## src/logic/lper_defines.vh

```
/*
 Constants for the link parity and error reporting block: register offsets,
 field positions, codes and reset values. Assumes inclusion by bare name.
*/
`ifndef LPER_DEFINES_VH
`define LPER_DEFINES_VH

// Register byte offsets on the AXI4-Lite slave
`define LPER_OFF_ERR 8'h00
`define LPER_OFF_MASK 8'h04
`define LPER_OFF_CTRL 8'h08
`define LPER_OFF_CFGHDR 8'h0c
`define LPER_OFF_CFGSTAT 8'h10
`define LPER_OFF_CNT 8'h14

// Error register fields
`define LPER_CODE_LO 0
`define LPER_CODE_HI 1
`define LPER_SRC_LO 10
`define LPER_SRC_HI 15
`define LPER_BIT_HDRERR 2
`define LPER_BIT_RXPE 24
`define LPER_BIT_RXSUM 25
`define LPER_BIT_TXPE 27
`define LPER_BIT_TXSUM 28

// Condition codes
`define LPER_CC_HEADER 2'h0
`define LPER_CC_DATA 2'h1

// Control register fields
`define LPER_CTRL_VHUB 0
`define LPER_CTRL_RESET 32'h0000_0000

// Fixed configuration values
`define LPER_HDR_TYPE 8'h00
`define LPER_INT_PIN 8'h01
`define LPER_CFG_STATUS 16'h0400

// Error notification packet marker on the transmit side
`define LPER_ERRPKT_BYTE 8'he5

`endif

```

## src/logic/lper_parity.v

```verilog
/*
 Byte parity generator and checker used on both link paths.
 Assumes byte-wide data with one odd-parity bit per byte.
*/
`timescale 1ns/100ps
module lper_parity (
	input wire [7:0] data,
	input wire par_in,
	output wire par_out,
	output wire par_bad
);
	// Odd parity: the check bit makes the total count of ones odd
	assign par_out = ~(^data);
	// An even count of ones over byte and check bit is a fault
	assign par_bad = ~(^{data, par_in});
endmodule // lper_parity

```

## src/logic/lper_axil.v

```verilog
/*
 AXI4-Lite register slave front end: takes one write and one read at a time
 and presents a single-cycle strobe to the register file.
 Assumes the register file answers reads combinationally from its flops.
*/
`timescale 1ns/100ps
module lper_axil (
	input wire aclk,
	input wire aresetn,
	input wire [7:0] s_axi_awaddr,
	input wire s_axi_awvalid,
	output reg s_axi_awready,
	input wire [31:0] s_axi_wdata,
	input wire [3:0] s_axi_wstrb,
	input wire s_axi_wvalid,
	output reg s_axi_wready,
	output reg [1:0] s_axi_bresp,
	output reg s_axi_bvalid,
	input wire s_axi_bready,
	input wire [7:0] s_axi_araddr,
	input wire s_axi_arvalid,
	output reg s_axi_arready,
	output reg [31:0] s_axi_rdata,
	output reg [1:0] s_axi_rresp,
	output reg s_axi_rvalid,
	input wire s_axi_rready,
	output reg wr_stb,
	output reg [7:0] wr_addr,
	output reg [31:0] wr_data,
	output reg [3:0] wr_strb,
	input wire wr_err,
	output wire [7:0] rd_addr,
	output wire rd_stb,
	input wire [31:0] rd_data,
	input wire rd_err
);
	reg aw_have_q;
	reg w_have_q;
	reg [7:0] ar_addr_q;
	reg ar_have_q;

	assign rd_addr = ar_addr_q;
	assign rd_stb = ar_have_q & ~s_axi_rvalid;

	// Write side: address and data caught in either order, one answer
	always @(posedge aclk) begin
		wr_stb <= 1'b0;
		if (!aresetn) begin
			s_axi_awready <= 1'b1;
			s_axi_wready <= 1'b1;
			aw_have_q <= 1'b0;
			w_have_q <= 1'b0;
			s_axi_bvalid <= 1'b0;
			s_axi_bresp <= 2'h0;
			wr_addr <= 8'h00;
			wr_data <= 32'h0000_0000;
			wr_strb <= 4'h0;
		end else begin
			if (s_axi_awvalid && s_axi_awready) begin
				wr_addr <= s_axi_awaddr;
				aw_have_q <= 1'b1;
				s_axi_awready <= 1'b0;
			end
			if (s_axi_wvalid && s_axi_wready) begin
				wr_data <= s_axi_wdata;
				wr_strb <= s_axi_wstrb;
				w_have_q <= 1'b1;
				s_axi_wready <= 1'b0;
			end
			if (aw_have_q && w_have_q && !s_axi_bvalid) begin
				wr_stb <= 1'b1;
				aw_have_q <= 1'b0;
				w_have_q <= 1'b0;
				s_axi_bvalid <= 1'b1;
				s_axi_bresp <= wr_err ? 2'h2 : 2'h0;
			end
			if (s_axi_bvalid && s_axi_bready) begin
				s_axi_bvalid <= 1'b0;
				s_axi_awready <= 1'b1;
				s_axi_wready <= 1'b1;
			end
		end
	end

	// Read side: one outstanding read, data captured from the register file
	always @(posedge aclk) begin
		if (!aresetn) begin
			s_axi_arready <= 1'b1;
			ar_have_q <= 1'b0;
			ar_addr_q <= 8'h00;
			s_axi_rvalid <= 1'b0;
			s_axi_rdata <= 32'h0000_0000;
			s_axi_rresp <= 2'h0;
		end else begin
			if (s_axi_arvalid && s_axi_arready) begin
				ar_addr_q <= s_axi_araddr;
				ar_have_q <= 1'b1;
				s_axi_arready <= 1'b0;
			end
			if (rd_stb) begin
				s_axi_rvalid <= 1'b1;
				s_axi_rdata <= rd_data;
				s_axi_rresp <= rd_err ? 2'h2 : 2'h0;
				ar_have_q <= 1'b0;
			end
			if (s_axi_rvalid && s_axi_rready) begin
				s_axi_rvalid <= 1'b0;
				s_axi_arready <= 1'b1;
			end
		end
	end
endmodule // lper_axil

```

## src/logic/lper_link_err.v

```verilog
/*
 Link parity generation, parity checking and error reporting for one
 cluster interconnect adapter, with an AXI4-Lite register file.
 Assumes a byte stream on each link path framed by start and end strobes,
 one odd-parity bit per byte, and a linecard or peer that raises its own
 error indication toward this adapter.
*/
// The AXI4-Lite interface to the registers and the register offsets were left to the implementer.
`timescale 1ns/100ps
`include "lper_defines.vh"

module lper_link_err (
	input wire aclk,
	input wire aresetn,
	input wire [7:0] s_axi_awaddr,
	input wire s_axi_awvalid,
	output wire s_axi_awready,
	input wire [31:0] s_axi_wdata,
	input wire [3:0] s_axi_wstrb,
	input wire s_axi_wvalid,
	output wire s_axi_wready,
	output wire [1:0] s_axi_bresp,
	output wire s_axi_bvalid,
	input wire s_axi_bready,
	input wire [7:0] s_axi_araddr,
	input wire s_axi_arvalid,
	output wire s_axi_arready,
	output wire [31:0] s_axi_rdata,
	output wire [1:0] s_axi_rresp,
	output wire s_axi_rvalid,
	input wire s_axi_rready,
	input wire tx_valid,
	input wire tx_sop,
	input wire tx_eop,
	input wire [7:0] tx_data,
	input wire tx_bcast,
	output reg tx_ready,
	output reg link_tx_valid,
	output reg link_tx_sop,
	output reg link_tx_eop,
	output reg [7:0] link_tx_data,
	output reg link_tx_par,
	input wire link_rx_valid,
	input wire link_rx_sop,
	input wire link_rx_eop,
	input wire [7:0] link_rx_data,
	input wire link_rx_par,
	input wire link_err_notify,
	output reg rx_valid,
	output reg rx_sop,
	output reg rx_eop,
	output reg [7:0] rx_data,
	output reg rx_abort,
	output reg rx_bad,
	output reg irq
);
	// Receive framing states
	localparam RX_IDLE = 2'h0;
	localparam RX_HDR = 2'h1;
	localparam RX_DATA = 2'h2;
	localparam RX_DROP = 2'h3;

	wire wr_stb;
	wire [7:0] wr_addr;
	wire [31:0] wr_data;
	wire [3:0] wr_strb;
	wire [7:0] rd_addr;
	wire rd_stb;
	reg [31:0] rd_data;
	reg rd_err;
	reg wr_err;

	reg [1:0] rx_state_q;
	reg rx_data_bad_q;
	reg [5:0] rx_src_q;
	reg [1:0] code_q;
	reg [5:0] src_q;
	reg hdr_err_q;
	reg rxpe_q;
	reg rxsum_q;
	reg txpe_q;
	reg txsum_q;
	reg [31:0] mask_q;
	reg [31:0] ctrl_q;
	reg [15:0] err_cnt_q;
	reg errpkt_pend_q;
	reg [1:0] loop_q;
	wire tx_par;
	wire rx_par_bad;
	reg rx_hdr_fail;
	reg rx_data_fail;
	wire [31:0] err_word;
	wire [31:0] clr;

	lper_axil u_axil (
		.aclk(aclk),
		.aresetn(aresetn),
		.s_axi_awaddr(s_axi_awaddr),
		.s_axi_awvalid(s_axi_awvalid),
		.s_axi_awready(s_axi_awready),
		.s_axi_wdata(s_axi_wdata),
		.s_axi_wstrb(s_axi_wstrb),
		.s_axi_wvalid(s_axi_wvalid),
		.s_axi_wready(s_axi_wready),
		.s_axi_bresp(s_axi_bresp),
		.s_axi_bvalid(s_axi_bvalid),
		.s_axi_bready(s_axi_bready),
		.s_axi_araddr(s_axi_araddr),
		.s_axi_arvalid(s_axi_arvalid),
		.s_axi_arready(s_axi_arready),
		.s_axi_rdata(s_axi_rdata),
		.s_axi_rresp(s_axi_rresp),
		.s_axi_rvalid(s_axi_rvalid),
		.s_axi_rready(s_axi_rready),
		.wr_stb(wr_stb),
		.wr_addr(wr_addr),
		.wr_data(wr_data),
		.wr_strb(wr_strb),
		.wr_err(wr_err),
		.rd_addr(rd_addr),
		.rd_stb(rd_stb),
		.rd_data(rd_data),
		.rd_err(rd_err)
	);

	// Parity for the outgoing byte, and check of the incoming one
	lper_parity u_tx_par (
		.data(tx_data),
		.par_in(1'b0),
		.par_out(tx_par),
		.par_bad()
	);

	lper_parity u_rx_par (
		.data(link_rx_data),
		.par_in(link_rx_par),
		.par_out(),
		.par_bad(rx_par_bad)
	);

	// Transmit path: every byte leaves with its check bit; a pending error
	// report packet in hubless mode takes the link at the next byte slot, even inside a user packet
	always @(posedge aclk) begin
		if (!aresetn) begin
			link_tx_valid <= 1'b0;
			link_tx_sop <= 1'b0;
			link_tx_eop <= 1'b0;
			link_tx_data <= 8'h00;
			link_tx_par <= 1'b0;
			tx_ready <= 1'b0;
			loop_q <= 2'h0;
		end else begin
			tx_ready <= ~(errpkt_pend_q & ctrl_q[`LPER_CTRL_VHUB]);
			link_tx_valid <= 1'b0;
			link_tx_sop <= 1'b0;
			link_tx_eop <= 1'b0;
			if (errpkt_pend_q && ctrl_q[`LPER_CTRL_VHUB] && !tx_ready) begin
				link_tx_valid <= 1'b1;
				link_tx_sop <= 1'b1;
				link_tx_eop <= 1'b1;
				link_tx_data <= `LPER_ERRPKT_BYTE;
				link_tx_par <= ~(^`LPER_ERRPKT_BYTE);
			end else if (tx_valid && tx_ready) begin
				link_tx_valid <= 1'b1;
				link_tx_sop <= tx_sop;
				link_tx_eop <= tx_eop;
				link_tx_data <= tx_data;
				link_tx_par <= tx_par;
			end
			// Broadcast: the flag of each packet start is shifted into loop_q, which nothing reads
			if (tx_valid && tx_ready && tx_sop) begin
				loop_q <= {loop_q[0], tx_bcast};
			end
		end
	end

	// Combinational parity verdicts for the current received byte
	always @* begin
		rx_hdr_fail = 1'b0;
		rx_data_fail = 1'b0;
		if (link_rx_valid && link_rx_sop && rx_par_bad) begin
			rx_hdr_fail = 1'b1;
		end
		if (link_rx_valid && link_rx_eop && !link_rx_sop && rx_state_q == RX_DATA) begin
			rx_data_fail = rx_data_bad_q | rx_par_bad;
		end
	end

	// Receive framing: header is first byte, data parity summed to the end
	always @(posedge aclk) begin
		if (!aresetn) begin
			rx_state_q <= RX_IDLE;
			rx_data_bad_q <= 1'b0;
			rx_src_q <= 6'h00;
			rx_valid <= 1'b0;
			rx_sop <= 1'b0;
			rx_eop <= 1'b0;
			rx_data <= 8'h00;
			rx_abort <= 1'b0;
			rx_bad <= 1'b0;
		end else begin
			rx_valid <= 1'b0;
			rx_sop <= 1'b0;
			rx_eop <= 1'b0;
			rx_abort <= 1'b0;
			rx_bad <= 1'b0;
			case (rx_state_q)
			RX_IDLE, RX_HDR, RX_DATA, RX_DROP: begin
				if (link_rx_valid && link_rx_sop) begin
					rx_src_q <= link_rx_data[5:0];
					rx_data_bad_q <= 1'b0;
					if (rx_hdr_fail) begin
						rx_state_q <= link_rx_eop ? RX_IDLE : RX_DROP;
						rx_abort <= 1'b1;
					end else begin
						rx_state_q <= link_rx_eop ? RX_IDLE : RX_DATA;
						rx_valid <= 1'b1;
						rx_sop <= 1'b1;
						rx_eop <= link_rx_eop;
						rx_data <= link_rx_data;
					end
				end else if (link_rx_valid && rx_state_q == RX_DATA) begin
					rx_data_bad_q <= rx_data_bad_q | rx_par_bad;
					rx_valid <= 1'b1;
					rx_eop <= link_rx_eop;
					rx_bad <= rx_data_fail;
					rx_data <= link_rx_data;
					if (link_rx_eop) begin
						rx_state_q <= RX_IDLE;
					end
				end else if (link_rx_valid && link_rx_eop) begin
					rx_state_q <= RX_IDLE;
				end
			end
			default: begin
				rx_state_q <= RX_IDLE;
			end
			endcase
		end
	end

	// Write-one-to-clear mask for the error register
	assign clr = (wr_stb && wr_addr == `LPER_OFF_ERR) ? wr_data : 32'h0000_0000;

	// Sticky error state; a new event in the clearing cycle wins. Port
	// online state lives elsewhere and is never touched from here.
	always @(posedge aclk) begin
		if (!aresetn) begin
			rxpe_q <= 1'b0;
			rxsum_q <= 1'b0;
			txpe_q <= 1'b0;
			txsum_q <= 1'b0;
			hdr_err_q <= 1'b0;
			code_q <= 2'h0;
			src_q <= 6'h00;
			errpkt_pend_q <= 1'b0;
			err_cnt_q <= 16'h0000;
		end else begin
			if (clr[`LPER_BIT_RXPE]) rxpe_q <= 1'b0;
			if (clr[`LPER_BIT_RXSUM]) rxsum_q <= 1'b0;
			if (clr[`LPER_BIT_TXPE]) txpe_q <= 1'b0;
			if (clr[`LPER_BIT_TXSUM]) txsum_q <= 1'b0;
			if (clr[`LPER_BIT_HDRERR]) hdr_err_q <= 1'b0;
			if (clr[`LPER_BIT_RXPE]) begin
				code_q <= 2'h0;
				src_q <= 6'h00;
			end
			if (rx_data_fail) begin
				rxpe_q <= 1'b1;
				rxsum_q <= 1'b1;
				code_q <= `LPER_CC_DATA;
				src_q <= rx_src_q;
				errpkt_pend_q <= 1'b1;
				err_cnt_q <= err_cnt_q + 16'h0001;
			end else if (rx_hdr_fail) begin
				rxpe_q <= 1'b1;
				rxsum_q <= 1'b1;
				hdr_err_q <= 1'b1;
				code_q <= `LPER_CC_HEADER;
				src_q <= link_rx_data[5:0];
				errpkt_pend_q <= 1'b1;
				err_cnt_q <= err_cnt_q + 16'h0001;
			end else if (ctrl_q[`LPER_CTRL_VHUB] && !tx_ready) begin
				// Report leaves this cycle; clearing here keeps it to one copy
				errpkt_pend_q <= 1'b0;
			end else if (!ctrl_q[`LPER_CTRL_VHUB]) begin
				errpkt_pend_q <= 1'b0; // Only the peer in hubless mode hears it
			end
			if (link_err_notify) begin
				txpe_q <= 1'b1;
				txsum_q <= 1'b1;
				err_cnt_q <= err_cnt_q + 16'h0001;
			end
		end
	end

	assign err_word = {3'h0, txsum_q, txpe_q, 1'b0, rxsum_q, rxpe_q, 8'h00,
		src_q, 7'h00, hdr_err_q, code_q};

	// Mask, control, and the level interrupt from a flop
	always @(posedge aclk) begin
		if (!aresetn) begin
			mask_q <= 32'h0000_0000;
			ctrl_q <= `LPER_CTRL_RESET;
			irq <= 1'b0;
		end else begin
			if (wr_stb && wr_addr == `LPER_OFF_MASK && wr_strb == 4'hf) mask_q <= wr_data;
			if (wr_stb && wr_addr == `LPER_OFF_CTRL && wr_strb == 4'hf) ctrl_q <= wr_data;
			irq <= |(err_word & mask_q & 32'h1b00_0004);
		end
	end

	// Unmapped write addresses answer with a slave error
	always @* begin
		case (wr_addr)
		`LPER_OFF_ERR, `LPER_OFF_MASK, `LPER_OFF_CTRL: wr_err = 1'b0;
		`LPER_OFF_CFGHDR, `LPER_OFF_CFGSTAT, `LPER_OFF_CNT: wr_err = 1'b0;
		default: wr_err = 1'b1;
		endcase
	end

	// Read mux; fixed configuration words are read only
	always @* begin
		rd_err = 1'b0;
		case (rd_addr)
		`LPER_OFF_ERR: rd_data = err_word;
		`LPER_OFF_MASK: rd_data = mask_q;
		`LPER_OFF_CTRL: rd_data = ctrl_q;
		`LPER_OFF_CFGHDR: rd_data = {16'h0000, `LPER_INT_PIN, `LPER_HDR_TYPE};
		`LPER_OFF_CFGSTAT: rd_data = {16'h0000, `LPER_CFG_STATUS};
		`LPER_OFF_CNT: rd_data = {16'h0000, err_cnt_q};
		default: begin
			rd_data = 32'h0000_0000;
			rd_err = 1'b1;
		end
		endcase
	end
endmodule // lper_link_err

```

## config.mk

```make
export PLATFORM = sky130hd
export DESIGN_NAME = lper_link_err
export DESIGN_NICKNAME = d
export VERILOG_FILES = /design/src/logic/lper_parity.v /design/src/logic/lper_axil.v /design/src/logic/lper_link_err.v
export VERILOG_INCLUDE_DIRS = /design/src /design/src/logic
export SDC_FILE = /design/constraint.sdc
export NUM_CORES = 1
export LEC_CHECK = 0
export BUFFER_PORTS_ARGS = -buffer_cell sky130_fd_sc_hd__buf_2
export CORE_MARGIN = 1
export CORE_UTILIZATION = 50
export CTS_BUF_LIST = sky130_fd_sc_hd__clkbuf_4
export DETAILED_ROUTE_END_ITERATION = 10
export PLACE_DENSITY = 0.76
export SETUP_SLACK_MARGIN = 0.5
export SYNTH_ARGS = -nofsm -noshare
export SYNTH_HDL_FRONTEND = slang
export SYNTH_SLANG_ARGS = --single-unit
```

## constraint.sdc

```tcl
create_clock -name aclk -period 2.86 [get_ports aclk]
set_input_delay 0.429 -clock aclk [delete_from_list [all_inputs] [get_ports aclk]]
set_output_delay 0.429 -clock aclk [all_outputs]
set_load 0.01 [all_outputs]
```

Word-level counts from Yosys, hierarchy flattened
Index checks and enable logic that the tools add are counted.

Register bits: 226. Latch bits: 0. RAM bits: 0. ROM bits: 0. Output and inout port bits: 68. Logic and storage cells: 195. Memories kept: 0.

$add $sub $neg: 1. Multiply operators: 0. Divide/modulo/power cells: 0. Order comparisons: 0. Eq/ne operators: 20. Shifts and indexed selects: 0. Muxes and demuxes: 74. Bitwise logic cells: 9. Reductions and logical operators: 47.

Operator list (number): 32-bit case mux with 6 select lines (1); 1-bit two-way mux (48); 16-bit two-way mux (3); 8-bit two-way mux (6); 8-bit by 4-bit equality test with 1-bit output (second input constant) (4); 8-bit by 5-bit equality test with 1-bit output (second input constant) (4); 6-bit two-way mux (5); 29-bit bitwise AND (1); 29-bit two-way mux (1); 1-bit logical AND (22); 2-bit two-way mux (10); 16-bit by 1-bit adder with 16-bit output (second input constant) (1); 8-bit by 3-bit equality test with 1-bit output (second input constant) (2); 8-bit zero test (2); 6-bit OR reduction (2); 2-bit OR reduction (5); 3-bit nonzero test (3); 9-bit parity (1); 4-bit inequality test (second input constant) (2); 8-bit parity (1); 3-bit inequality test (second input constant) (2); 2-bit nonzero test (3); 1-bit NOT (5); 5-bit OR reduction (1); other kinds (11) (16).

Depth between registers and ports, before layout
Gate-level depths: netlist of run 1.

Depth in word-level cells: 7. Gate-level depth with buffers: 8. Depth with buffers taken out: 6.

Modules after synthesis
A second synthesis of run 1 with hierarchy kept.

Cell total of the unflattened synthesis: 1011. Area, all modules: 9136.3 sq um.

By module, submodules not included: lper_link_err (instances 1, cells each 584, area each 5501.5 sq um, sequential area each 2582.5 sq um); lper_axil (instances 1, cells each 411, area each 3467.1 sq um, sequential area each 1901.8 sq um); lper_parity (instances 2, cells each 8, area each 83.8 sq um, sequential area each 0.0 sq um).

Worst setup path before layout of run 1
Ideal clock, no wire load.

Path type: input -> register. Start point: input link_rx_data[5]. End point: register src_q[0]. Setup time: 0.122 ns. Data arrival time: 2.067 ns. Required time: 2.738 ns. Slack: 0.671 ns. Stages on the path: 7. Path through: xor2_1 > xnor3_2 > xnor2_4 > a21o_1 > and3_4 > buf_6 > a221o_1.

Longest elaborated chain between the ends: 6. Elaborated cells on any way between the ends: 9.

RTL lines: start: declaration (line lper_link_err.v:46) `input wire [7:0] link_rx_data,`; 9-bit parity (*) (line lper_parity.v:15) `assign par_bad = ~(^{data, par_in});`; 1-bit NOT (*) (line lper_parity.v:15); 1-bit logical AND (line lper_link_err.v:181) `if (link_rx_valid && link_rx_sop && rx_par_bad) begin`; 1-bit two-way mux (line lper_link_err.v:181); 6-bit two-way mux (line lper_link_err.v:275) `end else if (rx_hdr_fail) begin`; 6-bit two-way mux (line lper_link_err.v:268) `if (rx_data_fail) begin`; end signal: assignment (line lper_link_err.v:272) `src_q <= rx_src_q;`; end signal: assignment (line lper_link_err.v:280) `src_q <= link_rx_data[5:0];`; end: declaration (line lper_link_err.v:77) `reg [5:0] src_q;`.

Every way passes the cells marked *; elsewhere a longest branch is shown, timed or not. A chain may end at the register's enable or synchronous reset.

Worst setup path after layout of run 1
Start point: register u_axil.ar_addr_q[7] (netlist: u_axil.rd_addr[7]). End point: register u_axil.s_axi_rdata[5].

Longest elaborated chain between the ends: 2. Elaborated cells on any way between the ends: 7.

RTL lines: start: declaration (line lper_axil.v:39) `reg [7:0] ar_addr_q;`; start signal: assignment (line lper_axil.v:96) `ar_addr_q <= s_axi_araddr;`; 8-bit by 5-bit equality test with 1-bit output (tied with other cells) (line lper_link_err.v:325) `case (rd_addr)`; 32-bit case mux with 6 select lines (*) (line lper_link_err.v:325); end signal: assignment (line lper_axil.v:102) `s_axi_rdata <= rd_data;`; end: declaration (line lper_axil.v:23) `output reg [31:0] s_axi_rdata,`.

Marked as above.

==> results of run 1 <==
repair_timing:
action / in CTS / in global routing
buffers inserted: 0 / 0
endpoints found under the hold margin: 27 / 0
hold buffers: 27 / 0
gates resized for setup: 0 / 1
endpoints found under the setup margin: 0 / 1
registers in the layout, summed over array words and instances (netlist names), 2 cells and up:
register and cells:
u_axil.wr_strb 4, link_tx_data 8, err_cnt_q 16, u_axil.wr_addr 8, src_q 6, rx_data 8, u_axil.rd_addr 8, u_axil.wr_data 32
rx_state_q 2, mask_q 32, ctrl_q 32, rx_src_q 6, u_axil.s_axi_rdata 32
layer usage:
layer	GRT usage	part of all wire	up-vias
met3	0.0407	0.052	36
met1	0.301	0.45	3690
li1	-	-	3948
met5	0	0	-
met4	0.0958	0.021	0
met2	0.418	0.48	233
synthesized netlist by cell type (7+ instances only):
cell type	n
a22o_1	7
nand2b_1	10
nor2b_1	20
and2_1	18
mux2i_1	25
a21oi_1	16
o21ai_0	48
nand2_1	308
nor2_1	22
inv_1	10
xnor2_1	11
a21boi_0	128
dfxtp_1	224
nand3_1	24
a22oi_1	28
clkbuf_1	64
cell type report:
type | count | area [um^2] | area share
clock buffers | 77 | 578 | 0.0523
well taps | 229 | 287 | 0.0259
repair buffers | 194 | 1170 | 0.106
clock inverters | 28 | 171 | 0.0155
multi-input cells | 746 | 4320 | 0.391
diodes | 1 | 2.50 | 0.000226
inverters | 10 | 37.5 | 0.00340
flip-flops and latches | 224 | 4480 | 0.406
worst max-delay path by stage:
stage,startpoint,to,slack [ns],depth (start not counted)
after CTS,err_cnt_q[3],err_cnt_q[14],0.65,6
after global routing,u_axil.rd_addr[7],u_axil.s_axi_rdata[3],0.55,5
final,u_axil.rd_addr[7],u_axil.s_axi_rdata[5],0.73,5
after global placement,link_rx_data[5],src_q[4],0.46,7
after floorplan,link_rx_data[5],src_q[0],0.67,7
after detailed placement,link_rx_data[5],src_q[3],0.40,7
power by group through the flow:
stage                     registers, W  clock network (W)  logic [W]
final                          0.00332            0.00274   0.000677
after global routing           0.00333            0.00300   0.000749
after CTS                      0.00332            0.00280   0.000679
after detailed placement       0.00339                  0   0.000648
after global placement         0.00338                  0   0.000635
after floorplan                0.00337                  0   0.000428
critical path: stages, from the launching register on:
cell and delay (ns):
dfxtp_1 0.31, or3_1 0.44, nor3_1 0.31, and3_1 0.58, a22oi_1 0.23, o21ai_0 0.18
through the flow:
stage | power, W | setup WS [ns] | instance area [um^2] | utilization
floorplan | 0.00380 | 0.671 | 9120 | -
global placement | 0.00402 | 0.465 | 10000 | 0.560
detailed placement | 0.00404 | 0.399 | 10000 | 0.560
CTS | 0.00680 | 0.647 | 11000 | 0.617
global route | 0.00708 | 0.554 | 11100 | 0.617
finish | 0.00674 | 0.728 | 11100 | 0.617
logic make-up (layout without fill, tap and decap cells):
group	after synthesis	count (layout)	share of synthesized area
other	1	3	0.000411
DFF	224	224	0.492
adders and majority gates	1	1	0.00137
and+or+nand+nor	433	433	0.208
muxes	26	26	0.0291
xor gates and xnor gates	19	19	0.0236
AOI/OAI and AO/OA	265	265	0.209
buffers and inverters	83	309	0.0364
==> metrics, run 1 <==
Clock Path Buffers=3; Async SR Flop Fraction=0; Worst Hold Launch=s_axi_wdata[5]; largest net degree at the start of global routing=roughly 140; first-pass detailed-route iteration total=7; synthesis-stage register bit count=224; die outline height=around 140 um; vias in the first global route=7588; Worst Path Arrival=2.71 ns; count of placed standard cells including taps=1376; result of the run=completed; Finish-stage setup viols=0; GRT Total Usage=0.243; Reg2Reg Depth=5; final instance count without filler cells=1509; Wirelength per Cell=14.6 um; initial core utilization=0.509; fraction of final layout cells with drive strength greater than 1=0.216; clock insertion delay at the later pin of the skew report=0.69 ns; Die ar.=18800 um^2; number of routed nets with antenna violations=0; wire length of the first global-routing pass=36.4 mm; placeable core region=about 18000 um^2; most common cell after layout, fill and taps aside=nand2_1; crit path capture type=flip-flop; required time worst endpoint=3.44 ns; area delta synth->final=21.2%; proportion of power drawn by flip-flops and latches=0.493; startpoint type of the worst setup path=flip-flop; Period minus WS final=2.13 ns; post-synth design cell area=9120 um^2; worst hold slack=0.0182 ns; final routed DRC violation total=0; source of the worst register-to-register timing path=u_axil.rd_addr[7]; cell at the root of the clock tree=clkbuf_4; transition time at the pin with the least slew margin=0.618 ns; count of routing violations after the opening detailed-route iteration=420; number of maximum-capacitance constraint violations=0; count of flip-flops with a built-in enable after synthesis=0; Routed WL=22.1 mm; GR Overflow Total=0; worst-case vdd ir drop=about 0.38 mV; number of input and output port buffers inserted=around 150; vias per inst=5.24; cell taking the most area after synthesis=dfxtp_1; kind of critical path=flip-flop to flip-flop; Clk pwr share=0.407; number of buffers inserted during clock tree synthesis=57; half-perimeter wire length after detailed placement=14.2 mm; Clock Sinks=224; total number of placement rows=49; clock tree from TritonCTS=yes; Endpoint, Worst Hold=u_axil.wr_data[5]; ports placed on the boundary=152; internal power of the cells=0.00498 W; maximum clock frequency=0.469 GHz; number of vias after detailed routing=7907; cell types occupying the most area after synthesis=dfxtp_1 49%, nand2_1 13%, a21boi_0 11%, mux2i_1 2.7%, o21ai_0 2.6%; library cells used by synthesis=61; Leakage=4.39 nW; Final GP Congestion=0.794; highest fanout seen on the critical path=14; share of power burned in combinational logic=0.100; Slew Limit Headroom=0.583; final hold vios=0; share of the yosys chip area belonging to registers=0.492; Syn. warnings=0; initial antenna violation count=1; Setup TNS Final=0 ns; CTS clock-pin slew for the worst setup and hold paths=around 0.06 ns; final worst clock skew=approximately 0.032 ns; register-to-register setup slack=between 0.7 and 0.8 ns; power dissipated by switching net loads=around 0.0018 W; Final #Nets=1318; number of slew-limit violations in the final report=0; post-synth top area share=0.492; H-tree level count=2; number of cells traversed by the worst hold path=3; capturing point of the worst reg2reg path=u_axil.s_axi_rdata[5]; Filler Cell Count=about 1.6k; cell count after synthesis=1052; setup repair after global routing missed its margin=false; commonest non-fill, non-tap cells in the layout=308 x nand2_1, 224 x dfxtp_1, 147 x buf_2; dominant synthesized flop cell=dfxtp_1; Min-Delay Path Class=input port to flip-flop; pwr/cell area=~610 nW/um^2; mean instance size in the synthesized netlist=between 8 and 9 um^2; Horiz. Die Dim=137 um; period utilization=0.746; proportion of total power due to net switching=0.261
No activity file was read; power rests on OpenSTA's default activity.
==> run 2, diff against run 1 <==
==> constraint.sdc (replaced) <==
create_clock -name aclk -period 1.99 [get_ports aclk]
set_input_delay 0.2985 -clock aclk [delete_from_list [all_inputs] [get_ports aclk]]
set_output_delay 0.2985 -clock aclk [all_outputs]
set_load 0.01 [all_outputs]
==> metrics, run 2 (synthesis gave the netlist of run 1 again) <==
Clock Path Buffers=3 (unchanged); number of vias after detailed routing=9720 (was 7907); final hold vios=0 (unchanged); period utilization=1.01 (was 0.746); vias per inst=5.92 (was 5.24); total number of placement rows=49 (unchanged); most common cell after layout, fill and taps aside=nand2_1 (unchanged); Clock Sinks=224 (unchanged); area delta synth->final=53.4% (was 21.2%); count of placed standard cells including taps=1396 (was 1376); count of routing violations after the opening detailed-route iteration=738 (was 420); final worst clock skew=0.0397 ns (was 0.0318 ns); Die ar.=18800 um^2 (unchanged); number of cells traversed by the worst hold path=3 (unchanged); ports placed on the boundary=152 (unchanged); Routed WL=34.3 mm (was 22.1 mm); final routed DRC violation total=0 (unchanged); Slew Limit Headroom=0.640 (was 0.583); Power Total=0.0102 W (was 0.00674 W); transition time at the pin with the least slew margin=0.540 ns (was 0.618 ns); Setup TNS Final=-0.0123 ns (was 0 ns); maximum clock frequency=0.499 GHz (was 0.469 GHz); Leakage=5.70 nW (was 4.39 nW); fraction of final layout cells with drive strength greater than 1=0.420 (was 0.216); Wirelength per Cell=20.9 um (was 14.6 um); kind of critical path=flip-flop to flip-flop (unchanged); startpoint type of the worst setup path=flip-flop (unchanged); required time worst endpoint=2.52 ns (was 3.44 ns); setup repair after global routing missed its margin=true (was false); Final #Nets=1465 (was 1318); PnR worst setup slack=-0.0123 ns (was 0.728 ns); Min-Delay Path Class=input port to flip-flop (unchanged); GR Overflow Total=0 (unchanged); Period minus WS final=2.00 ns (was 2.13 ns); cell at the root of the clock tree=clkbuf_4 (unchanged); half-perimeter wire length after detailed placement=15.0 mm (was 14.2 mm); clock insertion delay at the later pin of the skew report=0.70 ns (was 0.69 ns); number of slew-limit violations in the final report=0 (unchanged); wire length of the first global-routing pass=43.4 mm (was 36.4 mm); clock tree from TritonCTS=yes (unchanged); number of buffers inserted during clock tree synthesis=57 (unchanged); vias in the first global route=8692 (was 7588); worst-case vdd ir drop=0.529 mV (was 0.378 mV); initial core utilization=0.509 (unchanged); final instance count without filler cells=1642 (was 1509); number of maximum-capacitance constraint violations=0 (unchanged); failing checks=setup timing; placeable core region=17900 um^2 (unchanged); number of input and output port buffers inserted=148 (unchanged); Horiz. Die Dim=137 um (unchanged); number of routed nets with antenna violations=0 (unchanged); result of the run=finished with violations (was completed); CTS clock-pin slew for the worst setup and hold paths=0.07 ns (was 0.06 ns); Finish-stage setup viols=1 (was 0); die outline height=137 um (unchanged); worst-case setup slack after placement=-0.165 ns (was 0.399 ns); Reg2Reg Depth=6 (was 5); Worst Path Arrival=2.53 ns (was 2.71 ns); first-pass detailed-route iteration total=8 (was 7); Final GP Congestion=0.851 (was 0.794); initial antenna violation count=1 (unchanged); commonest non-fill, non-tap cells in the layout=217 x nand2_1, 162 x dfxtp_1, 117 x buf_2 (was 308 x nand2_1, 224 x dfxtp_1, 147 x buf_2); GRT Total Usage=0.298 (was 0.243); largest net degree at the start of global routing=61 (was 141); H-tree level count=2 (unchanged); highest fanout seen on the critical path=5 (was 14); crit path capture type=flip-flop (unchanged); pwr/cell area=730 nW/um^2 (was 610 nW/um^2)
run 2: cell types whose count changed in the layout (fill, tap and decap cells not counted), moves of 49 or more:
cell / before / now
a21boi_0: 128 / 60
dfxtp_1: 224 / 162
buf_6: 0 / 53
dlygate4sd3_1: 27 / 98
nand2_1: 308 / 217
nand2_2: 0 / 49
dfxtp_2: 0 / 54
run 2: path summary, 6_finish.rpt:
kind / from / endpoint / slack, ns
worst max register to register: rx_state_q[1] / err_cnt_q[15] / -0.01
worst min register to register: u_axil.s_axi_rdata[26] / u_axil.s_axi_rdata[26] / 0.44
worst max-delay path: rx_state_q[1] / err_cnt_q[15] / -0.01
worst min-delay path: s_axi_arvalid / u_axil.rd_addr[3] / 0.09
run 2: area by class of cell:
cell class / count / area [um^2]
clock inverters: 8 / 33.8
flip-flops and latches: 224 / 4580
clock buffers: 83 / 623
multi-input cells: 747 / 5300
inverters: 10 / 37.5
diodes: 1 / 2.50
well taps: 229 / 287
fillers: 1003 / 3910
repair buffers: 340 / 3130
run 2: power breakdown:
| part | total, W | switching (W) | internal [W] |
|---|---|---|---|
| Clock | 0.00381 | 0.00193 | 0.00188 |
| Sequential | 0.00483 | 0.000182 | 0.00465 |
| Combinational | 0.00158 | 0.000816 | 0.000761 |
run 2: repair_timing:
item	CTS	global route
hold endpoints to repair	90	1
hold buffers	97	1
setup endpoints to repair	139	190
resized for setup	152	290
buffers inserted	24	17
gates cloned	11	4
pin swaps	86	102
run 2: worst max-delay path, cell delays in order (launching register included):
cell and delay, ns:
dfxtp_2 0.42, nor4bb_4 0.32, a211oi_2 0.14, mux2i_1 0.22, nand4_1 0.18, o311ai_1 0.41, o41ai_2 0.16
run 2: stage by stage:
stage           util  hold slack (ns)  instance area (um^2)
3_3_place_gp   0.576            0.431                 10300
4_1_cts        0.716          0.00827                 12800
6_report       0.781           0.0860                 14000
3_5_place_dp   0.576            0.438                 10300
5_1_grt        0.781           0.0556                 14000
2_1_floorplan      -            0.379                  9300
run 2: metal layers:
metal / part of all wire / track usage
met5: 0 / 0
met4: 0.062 / 0.148
met3: 0.084 / 0.0752
met2: 0.49 / 0.511
met1: 0.36 / 0.344
